### config.mk
export PLATFORM = sky130hd
export DESIGN_NAME = ppd_top
export DESIGN_NICKNAME = d
export VERILOG_FILES = /design/src/pkg/ppd_pkg.sv /design/src/ppd_sync.sv /design/src/ppd_top.sv
export VERILOG_INCLUDE_DIRS = /design/src /design/src/pkg
export SDC_FILE = /design/constraint.sdc
export NUM_CORES = 1
export LEC_CHECK = 0
export BUFFER_PORTS_ARGS = -buffer_cell sky130_fd_sc_hd__buf_2
export CAP_MARGIN = 20
export CORE_MARGIN = 1
export CORE_UTILIZATION = 50
export CTS_BUF_LIST = sky130_fd_sc_hd__clkbuf_16
export DETAILED_ROUTE_END_ITERATION = 8
export PLACE_DENSITY = 0.77
export SLEW_MARGIN = 20
export SYNTH_ARGS = -nofsm -noshare
export SYNTH_HDL_FRONTEND = slang
export SYNTH_SLANG_ARGS = --single-unit
### constraint.sdc
create_clock -name ref_clk_i -period 4.8 [get_ports ref_clk_i]
set_input_delay 0.24 -clock ref_clk_i [delete_from_list [all_inputs] [get_ports ref_clk_i]]
set_output_delay 0.24 -clock ref_clk_i [all_outputs]
set_load 0.01 [all_outputs]
### src/pkg/ppd_defines.svh
// ppd_defines.svh: register indices, field positions and reset values for
// the port C/D/E pin block; included by the top module and the bench.
`ifndef PPD_DEFINES_SVH
`define PPD_DEFINES_SVH

// register indices; byte address on the bus is four times the index
`define PPD_IDX_THIRD_PORT_DATA_REG   6'h03
`define PPD_IDX_DIRC    6'h07
`define PPD_IDX_FOURTH_PORT_DATA_REG   6'h08
`define PPD_IDX_DIRD    6'h09
`define PPD_IDX_PORTE   6'h0a
`define PPD_IDX_SYSTEM_OPTION_REG_TWO    6'h39

// option register two fields
`define PPD_SYSTEM_OPTION_REG_TWO_OD_BIT   5
`define PPD_SYSTEM_OPTION_REG_TWO_MODE_LSB 0

// reset values
`define PPD_RST_THIRD_PORT_DATA_REG   8'h00
`define PPD_RST_DIRC    8'h00
`define PPD_RST_FOURTH_PORT_DATA_REG   6'h00
`define PPD_RST_DIRD    6'h00
`define PPD_RST_OD      1'b0

// number of port D lines and their serial sharing
`define PPD_PD_LINES    6
`define PPD_SCI_RX_LINE 0
`define PPD_SCI_TX_LINE 1
`define PPD_SPI_LSB     2

`endif

### src/pkg/ppd_pkg.sv
// ppd_pkg: types shared by the port pin block.
// assumes ppd_defines.svh is on the include path.
`default_nettype none
package ppd_pkg;

  // operating mode caught from the straps at reset
  typedef enum logic [1:0] {
    PPD_MODE_SINGLE   = 2'b00,
    PPD_MODE_EXPANDED = 2'b01,
    PPD_MODE_BOOT     = 2'b10,
    PPD_MODE_TEST     = 2'b11
  } ppd_mode_type;

  // bus handshake state
  typedef enum logic {
    PPD_BUS_IDLE = 1'b0,
    PPD_BUS_ACK  = 1'b1
  } ppd_bus_type;

  // one Wishbone request as seen by the slave
  typedef struct packed {
    logic        cyc;
    logic        stb;
    logic        we;
    logic [3:0]  sel;
    logic [7:0]  adr;
    logic [31:0] dat;
  } ppd_wb_req_type;

  // pad drive for an 8-bit group; oe_n low means the pin is driven
  typedef struct packed {
    logic [7:0] out;
    logic [7:0] oe_n;
  } ppd_pad_type;

endpackage : ppd_pkg
`default_nettype wire

### src/ppd_sync.sv
// ppd_sync: three-stage input synchroniser with agreement filter.
// assumes inputs come from pins, asynchronous to ref_clk_i.
`default_nettype none
module ppd_sync #(
  parameter int WIDTH = 8
) (
  // clock and reset
  input  wire logic             ref_clk_i,
  input  wire logic             rst_i,
  // asynchronous levels in, filtered levels out
  input  wire logic [WIDTH-1:0] async_i,
  output logic      [WIDTH-1:0] level_o
);

  logic [WIDTH-1:0] s1_q;
  logic [WIDTH-1:0] s2_q;
  logic [WIDTH-1:0] s3_q;

  if (WIDTH < 1) begin : g_chk
    $error("ppd_sync: WIDTH must be at least 1");
  end

  // s1 feeds only s2; s2 and s3 must agree before a bit moves
  always_ff @(posedge ref_clk_i) begin
    if (rst_i) begin
      s1_q <= '0;
      s2_q <= '0;
      s3_q <= '0;
    end else begin
      s1_q <= async_i;
      s2_q <= s1_q;
      s3_q <= s2_q;
    end
  end

  always_ff @(posedge ref_clk_i) begin
    if (rst_i) begin
      level_o <= '0;
    end else begin
      level_o <= (s2_q & s3_q) | (level_o & (s2_q | s3_q));
    end
  end

endmodule : ppd_sync
`default_nettype wire

### src/ppd_top.sv
// ppd_top: pin logic of ports C, D and E behind a classic Wishbone slave.
// assumes pads resolve level from out/oe_n; serial peripherals sit outside.
// Notes on behaviour
// - with the open-drain select set in single-chip mode, port C never drives a pin high.
// - in open-drain mode a zero bit drives low and a one bit leaves the pin floating.
// - open-drain selection acts only in single-chip mode.
// - port D has six lines, each with a data bit and a direction bit.
// - lines 0-1 are shared with the async serial channel, lines 2-5 with SPI.
// - port D reads any time; inputs give the pin, outputs the driver value.
// - port D writes always update the latch, which drives only output lines.
// - port D direction register bits 7 and 6 always read zero.
// - a direction bit of one makes an output, zero an input.
// - the port D direction register sits at 0x0009 and resets to zero.
// - port E has eight input-only lines the block never drives.
// - port E line n also feeds converter channel n.
// - after reset every port E pin is a high-impedance input.
`default_nettype none
`include "ppd_defines.svh"
module ppd_top
  import ppd_pkg::*;
#(
  parameter int PD_LINES = `PPD_PD_LINES
) (
  // clock and reset
  input  wire logic        ref_clk_i,
  input  wire logic        rst_i,
  // operating mode straps, caught while reset is held
  input  wire logic [1:0]  mode_strap_i,
  // wishbone slave
  input  wire logic        wb_cyc_i,
  input  wire logic        wb_stb_i,
  input  wire logic        wb_we_i,
  input  wire logic [3:0]  wb_sel_i,
  input  wire logic [7:0]  wb_adr_i,
  input  wire logic [31:0] wb_dat_i,
  output logic      [31:0] wb_dat_o,
  output logic             wb_ack_o,
  // port C pads
  input  wire logic [7:0]  third_port_data_reg_i,
  output logic      [7:0]  third_port_data_reg_o,
  output logic      [7:0]  third_port_data_reg_oe_n_o,
  // port D pads
  input  wire logic [5:0]  fourth_port_data_reg_i,
  output logic      [5:0]  fourth_port_data_reg_o,
  output logic      [5:0]  fourth_port_data_reg_oe_n_o,
  // port E pads, input only
  input  wire logic [7:0]  porte_i,
  // converter channel levels
  output logic      [7:0]  adc_chan_o,
  // async serial channel side
  input  wire logic        sci_rx_en_i,
  input  wire logic        sci_tx_en_i,
  input  wire logic        sci_txd_i,
  output logic             sci_rxd_o,
  // spi side
  input  wire logic        spi_en_i,
  input  wire logic [3:0]  spi_oe_i,
  input  wire logic [3:0]  spi_dout_i,
  output logic      [3:0]  spi_din_o
);

  if (PD_LINES != 6) begin : g_chk
    $error("ppd_top: port D logic serves exactly six lines");
  end

  function automatic logic hit(input logic [7:0] adr, input logic [5:0] idx);
    hit = (adr[7:2] == idx);
  endfunction : hit

  ppd_wb_req_type req;
  ppd_bus_type    bus_q;
  ppd_mode_type   mode_q;
  ppd_pad_type    pc_pad_d;

  logic [7:0]  pc_data_q;
  logic [7:0]  pc_dir_q;
  logic [5:0]  pd_data_q;
  logic [5:0]  pd_dir_q;
  logic        od_sel_q;
  logic        od_eff;
  logic [21:0] pin_lvl;
  logic [7:0]  pc_pin;
  logic [5:0]  pd_pin;
  logic [7:0]  pe_pin;
  logic [5:0]  pd_own;
  logic [5:0]  pd_oe_d;
  logic [5:0]  pd_out_d;
  logic        wr_en;
  logic [31:0] rd_d;

  assign req = '{cyc: wb_cyc_i, stb: wb_stb_i, we: wb_we_i, sel: wb_sel_i,
                 adr: wb_adr_i, dat: wb_dat_i};

  // all pins through one synchroniser bank
  ppd_sync #(
    .WIDTH (22)
  ) u_sync (
    .ref_clk_i (ref_clk_i),
    .rst_i     (rst_i),
    .async_i   ({porte_i, fourth_port_data_reg_i, third_port_data_reg_i}),
    .level_o   (pin_lvl)
  );

  assign pc_pin = pin_lvl[7:0];
  assign pd_pin = pin_lvl[13:8];
  assign pe_pin = pin_lvl[21:14];

  // mode straps are caught while reset is held, then frozen
  always_ff @(posedge ref_clk_i) begin
    if (rst_i) begin
      mode_q <= ppd_mode_type'(mode_strap_i);
    end
  end

  // bus handshake: ack one cycle after the request, dropped the next
  always_ff @(posedge ref_clk_i) begin
    if (rst_i) begin
      bus_q <= PPD_BUS_IDLE;
    end else begin
      case (bus_q)
        PPD_BUS_IDLE: if (req.cyc && req.stb) bus_q <= PPD_BUS_ACK;
        PPD_BUS_ACK:  bus_q <= PPD_BUS_IDLE;
        default:      bus_q <= PPD_BUS_IDLE;
      endcase
    end
  end

  always_ff @(posedge ref_clk_i) begin
    if (rst_i) begin
      wb_ack_o <= 1'b0;
    end else begin
      wb_ack_o <= (bus_q == PPD_BUS_IDLE) && req.cyc && req.stb;
    end
  end

  // writes land on the edge where the master samples ack
  assign wr_en = (bus_q == PPD_BUS_ACK) && req.cyc && req.stb && req.we && req.sel[0];

  always_ff @(posedge ref_clk_i) begin
    if (rst_i) begin
      pc_data_q <= `PPD_RST_THIRD_PORT_DATA_REG;
      pc_dir_q  <= `PPD_RST_DIRC;
    end else if (wr_en) begin
      if (hit(req.adr, `PPD_IDX_THIRD_PORT_DATA_REG)) pc_data_q <= req.dat[7:0];
      if (hit(req.adr, `PPD_IDX_DIRC))  pc_dir_q  <= req.dat[7:0];
    end
  end

  always_ff @(posedge ref_clk_i) begin
    if (rst_i) begin
      pd_data_q <= `PPD_RST_FOURTH_PORT_DATA_REG;
      pd_dir_q  <= `PPD_RST_DIRD;
    end else if (wr_en) begin
      // latch updates whatever the direction or serial ownership
      if (hit(req.adr, `PPD_IDX_FOURTH_PORT_DATA_REG)) pd_data_q <= req.dat[5:0];
      if (hit(req.adr, `PPD_IDX_DIRD))  pd_dir_q  <= req.dat[5:0];
    end
  end

  always_ff @(posedge ref_clk_i) begin
    if (rst_i) begin
      od_sel_q <= `PPD_RST_OD;
    end else if (wr_en && hit(req.adr, `PPD_IDX_SYSTEM_OPTION_REG_TWO)) begin
      od_sel_q <= req.dat[`PPD_SYSTEM_OPTION_REG_TWO_OD_BIT];
    end
  end

  // the select bit is kept but only counts in single-chip mode
  assign od_eff = od_sel_q && (mode_q == PPD_MODE_SINGLE);

  // port C drive
  always_comb begin
    pc_pad_d.out  = pc_data_q;
    pc_pad_d.oe_n = ~pc_dir_q;
    if (od_eff) begin
      // no high-side drive: ones float, zeros pull low
      pc_pad_d.out  = '0;
      pc_pad_d.oe_n = ~(pc_dir_q & ~pc_data_q);
    end
  end

  always_ff @(posedge ref_clk_i) begin
    if (rst_i) begin
      third_port_data_reg_o      <= '0;
      third_port_data_reg_oe_n_o <= '1;
    end else begin
      third_port_data_reg_o      <= pc_pad_d.out;
      third_port_data_reg_oe_n_o <= pc_pad_d.oe_n;
    end
  end

  // port D: serial functions take their lines over the general-purpose bits
  always_comb begin
    pd_own   = '0;
    pd_oe_d  = pd_dir_q;
    pd_out_d = pd_data_q;
    if (sci_rx_en_i) begin
      pd_own[`PPD_SCI_RX_LINE]  = 1'b1;
      pd_oe_d[`PPD_SCI_RX_LINE] = 1'b0;
    end
    if (sci_tx_en_i) begin
      pd_own[`PPD_SCI_TX_LINE]   = 1'b1;
      pd_oe_d[`PPD_SCI_TX_LINE]  = 1'b1;
      pd_out_d[`PPD_SCI_TX_LINE] = sci_txd_i;
    end
    if (spi_en_i) begin
      pd_own[5:2]   = 4'hf;
      pd_oe_d[5:2]  = spi_oe_i;
      pd_out_d[5:2] = spi_dout_i;
    end
  end

  always_ff @(posedge ref_clk_i) begin
    if (rst_i) begin
      fourth_port_data_reg_o      <= '0;
      fourth_port_data_reg_oe_n_o <= '1;
    end else begin
      fourth_port_data_reg_o      <= pd_out_d & pd_oe_d;
      fourth_port_data_reg_oe_n_o <= ~pd_oe_d;
    end
  end

  // serial receive paths see the filtered pin levels
  assign sci_rxd_o = pd_pin[`PPD_SCI_RX_LINE];
  assign spi_din_o = pd_pin[5:2];

  // port E has no drive path; each line also feeds its converter channel
  always_ff @(posedge ref_clk_i) begin
    if (rst_i) begin
      adc_chan_o <= '0;
    end else begin
      adc_chan_o <= porte_i;
    end
  end

  // read mux
  always_comb begin
    rd_d = '0;
    if (hit(req.adr, `PPD_IDX_THIRD_PORT_DATA_REG)) begin
      rd_d[7:0] = (pc_dir_q & pc_data_q) | (~pc_dir_q & pc_pin);
    end else if (hit(req.adr, `PPD_IDX_DIRC)) begin
      rd_d[7:0] = pc_dir_q;
    end else if (hit(req.adr, `PPD_IDX_FOURTH_PORT_DATA_REG)) begin
      // outputs show what feeds the driver, inputs the pin
      rd_d[5:0] = (pd_oe_d & pd_out_d) | (~pd_oe_d & pd_pin);
    end else if (hit(req.adr, `PPD_IDX_DIRD)) begin
      rd_d[5:0] = pd_dir_q;
    end else if (hit(req.adr, `PPD_IDX_PORTE)) begin
      rd_d[7:0] = pe_pin;
    end else if (hit(req.adr, `PPD_IDX_SYSTEM_OPTION_REG_TWO)) begin
      rd_d[`PPD_SYSTEM_OPTION_REG_TWO_OD_BIT] = od_sel_q;
      rd_d[`PPD_SYSTEM_OPTION_REG_TWO_MODE_LSB +: 2] = mode_q;
    end
  end

  always_ff @(posedge ref_clk_i) begin
    if (rst_i) begin
      wb_dat_o <= '0;
    end else if ((bus_q == PPD_BUS_IDLE) && req.cyc && req.stb && !req.we) begin
      wb_dat_o <= rd_d;
    end
  end

  // checks

  property p_od_no_high;
    @(posedge ref_clk_i) disable iff (rst_i)
      od_eff |=> ((third_port_data_reg_o & ~third_port_data_reg_oe_n_o) == 8'h00);
  endproperty
  a_od_no_high: assert property (p_od_no_high)
    else $error("port C drove high in open-drain mode");

  property p_od_levels;
    @(posedge ref_clk_i) disable iff (rst_i)
      od_eff |=> (third_port_data_reg_oe_n_o == ~($past(pc_dir_q) & ~$past(pc_data_q)));
  endproperty
  a_od_levels: assert property (p_od_levels)
    else $error("open-drain enable does not follow data");

  property p_od_mode_only;
    @(posedge ref_clk_i) disable iff (rst_i)
      (mode_q != PPD_MODE_SINGLE) |=>
        (third_port_data_reg_o == $past(pc_data_q)) && (third_port_data_reg_oe_n_o == ~$past(pc_dir_q));
  endproperty
  a_od_mode_only: assert property (p_od_mode_only)
    else $error("open-drain acted outside single-chip mode");

  property p_dir_read_zero;
    @(posedge ref_clk_i) disable iff (rst_i)
      (bus_q == PPD_BUS_IDLE && req.cyc && req.stb && !req.we &&
       hit(req.adr, `PPD_IDX_DIRD)) |=> wb_ack_o && (wb_dat_o[7:6] == 2'b00);
  endproperty
  a_dir_read_zero: assert property (p_dir_read_zero)
    else $error("direction register upper bits not zero");

  property p_gp_dir;
    @(posedge ref_clk_i) disable iff (rst_i)
      (!sci_rx_en_i && !sci_tx_en_i && !spi_en_i) |=>
        (fourth_port_data_reg_oe_n_o == ~$past(pd_dir_q)) &&
        (fourth_port_data_reg_o == ($past(pd_dir_q) & $past(pd_data_q)));
  endproperty
  a_gp_dir: assert property (p_gp_dir)
    else $error("port D general drive wrong");

  property p_dir_reset;
    @(posedge ref_clk_i)
      rst_i |=> (pd_dir_q == 6'h00) && (fourth_port_data_reg_oe_n_o == 6'h3f);
  endproperty
  a_dir_reset: assert property (p_dir_reset)
    else $error("port D not all inputs after reset");

  property p_latch_write;
    @(posedge ref_clk_i) disable iff (rst_i)
      (wr_en && hit(req.adr, `PPD_IDX_FOURTH_PORT_DATA_REG)) |=> (pd_data_q == $past(wb_dat_i[5:0]));
  endproperty
  a_latch_write: assert property (p_latch_write)
    else $error("port D latch missed a write");

  property p_sci_tx_own;
    @(posedge ref_clk_i) disable iff (rst_i)
      sci_tx_en_i |=> !fourth_port_data_reg_oe_n_o[1] && (fourth_port_data_reg_o[1] == $past(sci_txd_i));
  endproperty
  a_sci_tx_own: assert property (p_sci_tx_own)
    else $error("transmit line not owned by serial channel");

  property p_sci_rx_in;
    @(posedge ref_clk_i) disable iff (rst_i)
      sci_rx_en_i |=> fourth_port_data_reg_oe_n_o[0];
  endproperty
  a_sci_rx_in: assert property (p_sci_rx_in)
    else $error("receive line driven while serial receive enabled");

  property p_pe_read;
    @(posedge ref_clk_i) disable iff (rst_i)
      (bus_q == PPD_BUS_IDLE && req.cyc && req.stb && !req.we &&
       hit(req.adr, `PPD_IDX_PORTE)) |=> (wb_dat_o[7:0] == $past(pe_pin));
  endproperty
  a_pe_read: assert property (p_pe_read)
    else $error("port E read not the pin level");

endmodule : ppd_top
`default_nettype wire

==> impl_metrics.csv, run 1 <==
group,metric,value,unit
status,status,"finished clean",
floorplan,die_y,109.5,µm
run,drv_cap,0,
worst_setup_path,cp-start-kind,"flop",
synthesis,synth.ff_latch_count,157,
synthesis,syn_area,5783,µm²
clock_network,cts_max_level,4,
synthesis,ys.flop_type,"dfxtp_1",
worst_setup_path,slowest_delay,0.67,ns
sta,period_minus_slack,1.935,ns
global_route,track_usage,0.2162,
floorplan,ioPinCount,159,
worst_setup_path,cp_slowest_cell,"nand4bb_1",
finish,finalNonFillerCells,845,
floorplan,core-area,11030,µm²
worst_setup_path,crit_path_end_kind,"flop",
sta,worst_slew_pin_slew,1.000,ns
finish,area_growth,18.26,%
synthesis,synth-simple-area-share,0.2151,
sta,slew_viol_final,0,
detailed_routing,drtAntennaViolNets,0,
min_path,hp-class,"input port to flop",
worst_setup_path,path_delay_family,"simple AND/OR/NAND/NOR gates",
worst_setup_path,cp_max_fo,13,
power_and_ir_drop,leakage,2.664,nW
place,place_congestion,0.8693,
synthesis,synth_top_family_by_area,"simple AND/OR/NAND/NOR gates",
synthesis,synth_compound_area_frac,0.1398,
sta,hold_viol_final,0,
place,numPortBuffers,105,
place,pre_cts_slack,2.533,ns
worst_setup_path,arrival,2.19,ns
sta,clock_skew,0.007625,ns
synthesis,synthXorXnorAreaFrac,0,
detailed_routing,avgViaCountPerCell,5.298,
place,dp.cells,812,
clock_network,cts_tree,"built",
place,postPlaceCellArea,6207,µm²
detailed_routing,met1_length,5416,µm
clock_network,clockBufferDepth,2,
place,dp_hpwl,8595,µm
power_and_ir_drop,vdd.ir_drop.worst,240.7,µV
global_route,grt_pass1_vias,4126,
synthesis,ys_seq_area_frac,0.5469,
sta,setup_viol,0,
synthesis,synth_edf_count,2,
sta,max_freq,0.5167,GHz
finish,final_cell_mix,"155 x dfxtp_1, 104 x buf_2, 73 x nor2b_1, 57 x o21ai_0, 53 x a21oi_1",
clock_network,path_clk_slew,0.06,ns
synthesis,synth.avg_cell_area,9.543,µm²
detailed_routing,dr_wl_met3,1082,µm
clock_network,root_buffer,"clkbuf_16",
synthesis,synth_fa_ha_area_frac,0,
detailed_routing,first_iter_violations,259,
finish,n_antenna_cell,0,
floorplan,dieArea,12000,µm²
detailed_routing,routedWlPerCell,14.65,µm
synthesis,muxShareOfSynthArea,0.02272,
finish,final_area,6839,µm²
worst_setup_path,crit_type,"flop to flop",
detailed_routing,drtPass1Iterations,5,
global_route,antenna_found_initial,1,
detailed_routing,num_vias,4477,
worst_setup_path,r2r_slack,2.86,ns
power_and_ir_drop,powerDensity,418.3,nW/µm²
synthesis,synthCells,606,
global_route,grt_max_degree,103,
clock_network,clock_sinks,157,
clock_network,clk_latency,0.41,ns
detailed_routing,route.detailed.drc,0,
sta,period_share,0.4032,
synthesis,synth_warnings,0,
finish,layout-drive-gt1-share,0.2128,
synthesis,async_flop_share,0,
sta,timing.setup.tns,0,ns
floorplan,die_width,109.5,µm
detailed_routing,routed_wl,12380,µm
finish,fillers,911,
floorplan,rows,38,
finish,final_common_cell,"dfxtp_1",
finish,nNetsFinal,777,
global_route,gr-total-overflow,0,
global_route,grt_pass1_wl,19650,µm
detailed_routing,wl_met2,5611,µm
detailed_routing,top_layer,"met4",
synthesis,yosys.cell_types.count,48,
clock_network,cts_made_buffers,17,
sta,rsz0062_at_grt,"no",
worst_setup_path,required,5.05,ns
sta,finalWorstSetupSlack,2.865,ns
floorplan,initial_core_util,0.5243,
worst_setup_path,path_cells,"nand4bb_1 -> a2111oi_1 -> nor4_1",
power_and_ir_drop,finalPower,2.861,mW
worst_setup_path,path_buf_inv,0,
sta,slew_headroom,0.3333,
## worst reg2reg max path, stage by stage (launching register included)
cell and delay, ns:
dfxtp_1 0.34, nand4bb_1 0.67, a2111oi_1 0.67, nor4_1 0.09
## registers in the layout (all words and copies together), names as in the netlist
signal / flops
od_sel_q: 1
third_port_data_reg_o: 8
pc_dir_q: 8
pd_data_q: 6
wb_dat_o: 8
pc_data_q: 8
u_sync.s2_q: 22
pd_dir_q: 6
fourth_port_data_reg_oe_n_o: 6
mode_q: 2
third_port_data_reg_oe_n_o: 8
wb_ack_o: 1
u_sync.level_o: 22
bus_q: 1
u_sync.s1_q: 22
u_sync.s3_q: 22
fourth_port_data_reg_o: 6
## synthesized netlist by cell type, types with 2 or more instances
cell       instances  area [µm²]
dfxtp_1          155        3103
nor2b_1           73       456.7
o21ai_0           57       285.3
a21oi_1           53       265.3
nand2_1           38       142.6
buf_4             36       270.3
nand3_1           30       150.1
clkbuf_1          21       78.83
nor2_1            18       67.56
inv_1             12       45.04
mux2i_1           12       120.1
nand3b_1          12       90.09
and2_1            10       62.56
nand2b_1           9       56.30
nor3_1             7       35.03
buf_1              6       22.52
or2_2              6       37.54
a221oi_1           5       43.79
a211oi_1           4       30.03
a311o_1            3       30.03
o221ai_1           3       26.28
o31a_1             3       26.28
a22oi_1            2       15.01
edfxtp_1           2       60.06
nand4_1            2       12.51
nand4bb_1          2       22.52
nor4_1             2       12.51
nor4bb_1           2       20.02
o41ai_1            2       17.52
## area by class of cell
type                    instances  area, µm²  area share
flip-flops and latches        157       3163      0.4625
repair buffers                109      560.5     0.08196
well taps                     140      175.2     0.02561
clock buffers                  17      425.4     0.06220
inverters                      12      45.04    0.006586
clock inverters                15      196.4     0.02872
multi-input cells             395       2273      0.3324
## through the flow
step | util | hold WS [ns]
after global routing | 0.6200 | 0.006198
final | 0.6200 | 0.01637
after CTS | 0.6200 | 0.002110
after detailed placement | 0.5627 | 0.4212
after global placement | 0.5627 | 0.4167
after floorplan | - | 0.3305
## power by group
group | internal (mW) | switching [mW]
clock network | 0.868 | 0.524
logic | 0.0485 | 0.0736
registers | 1.34 | 0.0122
total | 2.25 | 0.610
## kinds of logic after synthesis
kind of cell,after synthesis
and+or+nand+nor,219
AOI/OAI and AO/OA,139
buffers and inverters,77
DFF,157
muxes,13
other,1
## path summary, 6_finish.rpt
check,depth (start not counted),startpoint,endpoint
hold reg to reg,1,u_sync.s1_q[11],u_sync.s2_q[11]
hold / removal,1,mode_strap_i[0],mode_q[0]
setup reg to reg,3,bus_q,wb_dat_o[3]
setup / recovery,3,bus_q,wb_dat_o[3]
## repair_timing
| action | CTS | global route |
|---|---|---|
| gates resized for setup | 0 | 0 |
| buffers inserted | 0 | 0 |
| hold endpoints to repair | 1 | 0 |
| hold buffers | 1 | 0 |
## routing by layer
metal	GRT usage	vias up
met5	0	-
met4	0.09524	0
met3	0.06758	24
met2	0.3324	182
met1	0.2790	2070
li1	-	2201
Power figures use the tool's default switching activity.
==> run 2: changes to the inputs <==
==> constraint.sdc (replaced) <==
create_clock -name ref_clk_i -period 1.8 [get_ports ref_clk_i]
set_input_delay 0.09 -clock ref_clk_i [delete_from_list [all_inputs] [get_ports ref_clk_i]]
set_output_delay 0.09 -clock ref_clk_i [all_outputs]
set_load 0.01 [all_outputs]
==> run 2 against run 1 <==
First-iteration DRC count increased by 28%. Combinational power rose to 3.4 times the previous value. Count of clock-buffer cells in the layout grew 1. Via count up 3.8%. Total power increased to 2.8 times the previous value. Die area stayed put. Routed wire length grew 8.3%. Worst setup slack worse by 2.6 ns. Non-clock buffer count up 54. Critical path type unchanged.
==> impl_metrics.csv, run 2 (synthesized netlist as in run 1, its figures left out) <==
group,metric,value,unit
run,drv_cap,0,
clock_network,root_buffer,"clkbuf_16",
floorplan,ioPinCount,159,
worst_setup_path,crit_type,"flop to flop",
sta,clock_skew,0.005388,ns
power_and_ir_drop,leakage,2.928,nW
clock_network,clk_latency,0.41,ns
clock_network,clock_sinks,157,
status,status,"finished clean",
global_route,antenna_found_initial,1,
worst_setup_path,r2r_slack,0.22,ns
finish,nNetsFinal,831,
worst_setup_path,crit_path_end_kind,"flop",
min_path,hp-class,"input port to flop",
clock_network,postCtsSetupBuffers,0,
finish,final_cell_mix,"155 x dfxtp_1, 104 x buf_2, 73 x nor2b_1, 57 x o21ai_0, 53 x a21oi_1",
worst_setup_path,path_cells,"nand4bb_1 -> buf_4 -> a211oi_1 -> nor4_1",
worst_setup_path,cp-start-kind,"flop",
worst_setup_path,r2r_cells,4,
global_route,grt_max_degree,62,
finish,multi_input_area,2273,µm²
worst_setup_path,required,2.09,ns
global_route,gr-total-overflow,0,
floorplan,die_width,109.5,µm
worst_setup_path,arrival,1.87,ns
global_route,grt_pass1_wl,21220,µm
clock_network,cts_max_level,4,
clock_network,clockBufferDepth,2,
sta,max_freq,0.6319,GHz
worst_setup_path,path_depth,4,
finish,fillers,836,
detailed_routing,drtAntennaViolNets,0,
finish,finish.utilization,0.6703,
sta,finalWorstSetupSlack,0.2175,ns
global_route,track_usage,0.2343,
power_and_ir_drop,vdd.ir_drop.worst,584.2,µV
finish,ff_latch_area,3163,µm²
place,numPortBuffers,105,
clock_network,cts_tree,"built",
worst_setup_path,path_buf_inv,1,
sta,slew_viol_final,0,
worst_setup_path,slowest_delay,0.43,ns
detailed_routing,num_vias,4645,
detailed_routing,routed_wl,13410,µm
floorplan,dieArea,12000,µm²
power_and_ir_drop,powerDensity,1069,nW/µm²
worst_setup_path,cp_slowest_cell,"nand4bb_1",
place,pre_cts_slack,0.02634,ns
detailed_routing,avgViaCountPerCell,5.161,
detailed_routing,routedWlPerCell,14.89,µm
worst_setup_path,r2r-start,"bus_q",
finish,area_growth,27.85,%
clock_network,path_clk_slew,0.06,ns
detailed_routing,route.detailed.drc,0,
floorplan,core-area,11030,µm²
global_route,grt_pass1_vias,4513,
worst_setup_path,crit_start,"bus_q",
worst_setup_path,path_delay_family,"simple AND/OR/NAND/NOR gates",
floorplan,rows,38,
floorplan,initial_core_util,0.5243,
detailed_routing,first_iter_violations,331,
detailed_routing,drtPass1Iterations,5,
finish,layout-drive-gt1-share,0.2240,
sta,rsz0062_at_grt,"no",
worst_setup_path,r2r_end,"wb_dat_o[2]",
clock_network,cts_made_buffers,17,
sta,setup_viol,0,
sta,timing.setup.tns,0,ns
sta,period_share,0.8792,
finish,final_common_cell,"dfxtp_1",
floorplan,die_y,109.5,µm
worst_setup_path,cp_max_fo,8,
sta,period_minus_slack,1.583,ns
clock_network,cts-resized-gates,0,
worst_setup_path,crit_end,"wb_dat_o[2]",
power_and_ir_drop,finalPower,7.902,mW
place,dp_hpwl,8945,µm
sta,hold_viol_final,0,
place,place_congestion,0.8531,
clock_network,cts-hold-fix-buffers,37,
==> run 2: power breakdown <==
group / switching (mW) / internal, mW
Sequential: 0.0333 / 3.56
Combinational: 0.213 / 0.199
Clock: 1.47 / 2.43
Total: 1.71 / 6.19
==> run 2: layout make-up <==
cell class	count	share of cell area
repair buffers	163	0.1462
well taps	140	0.02369
inverters	12	0.006092
multi-input cells	395	0.3075
clock inverters	14	0.02742
flip-flops and latches	157	0.4278
clock buffers	18	0.06092
diodes	1	0.0003385
==> run 2: per-stage QoR <==
step | hold WS (ns) | area, µm² | instances
floorplan | 0.1805 | 5869 | 629
global placement | 0.2723 | 6367 | 830
detailed placement | 0.2754 | 6367 | 830
CTS | 0.05250 | 7391 | 899
global route | 0.06741 | 7391 | 899
finish | 0.07619 | 7393 | 900
==> run 2: worst min-delay path by stage <==
stage | from | to | slack (ns) | cells after the start
floorplan | sci_tx_en_i | fourth_port_data_reg_oe_n_o[1] | 0.18 | 1
global placement | mode_strap_i[1] | mode_q[1] | 0.27 | 1
detailed placement | mode_strap_i[0] | mode_q[0] | 0.28 | 1
CTS | wb_sel_i[0] | od_sel_q | 0.05 | 4
global route | wb_sel_i[0] | od_sel_q | 0.07 | 4
finish | wb_sel_i[0] | od_sel_q | 0.08 | 4
==> run 2: metal layers <==
layer / part of all wire / up-vias / wire, µm / GRT usage
met4: 0.016 / 0 / 212 / 0.07714
li1: - / 2305 / - / -
met2: 0.49 / 181 / 6530 / 0.4043
met5: 0 / - / 0 / 0
met3: 0.066 / 24 / 890 / 0.06343
met1: 0.43 / 2135 / 5771 / 0.2819
==> run 2: tightest hold or removal path, stage by stage <==
cell     delay, ns
buf_2         0.12
nand4_1       0.09
mux2i_1       0.07
nor2_1        0.08
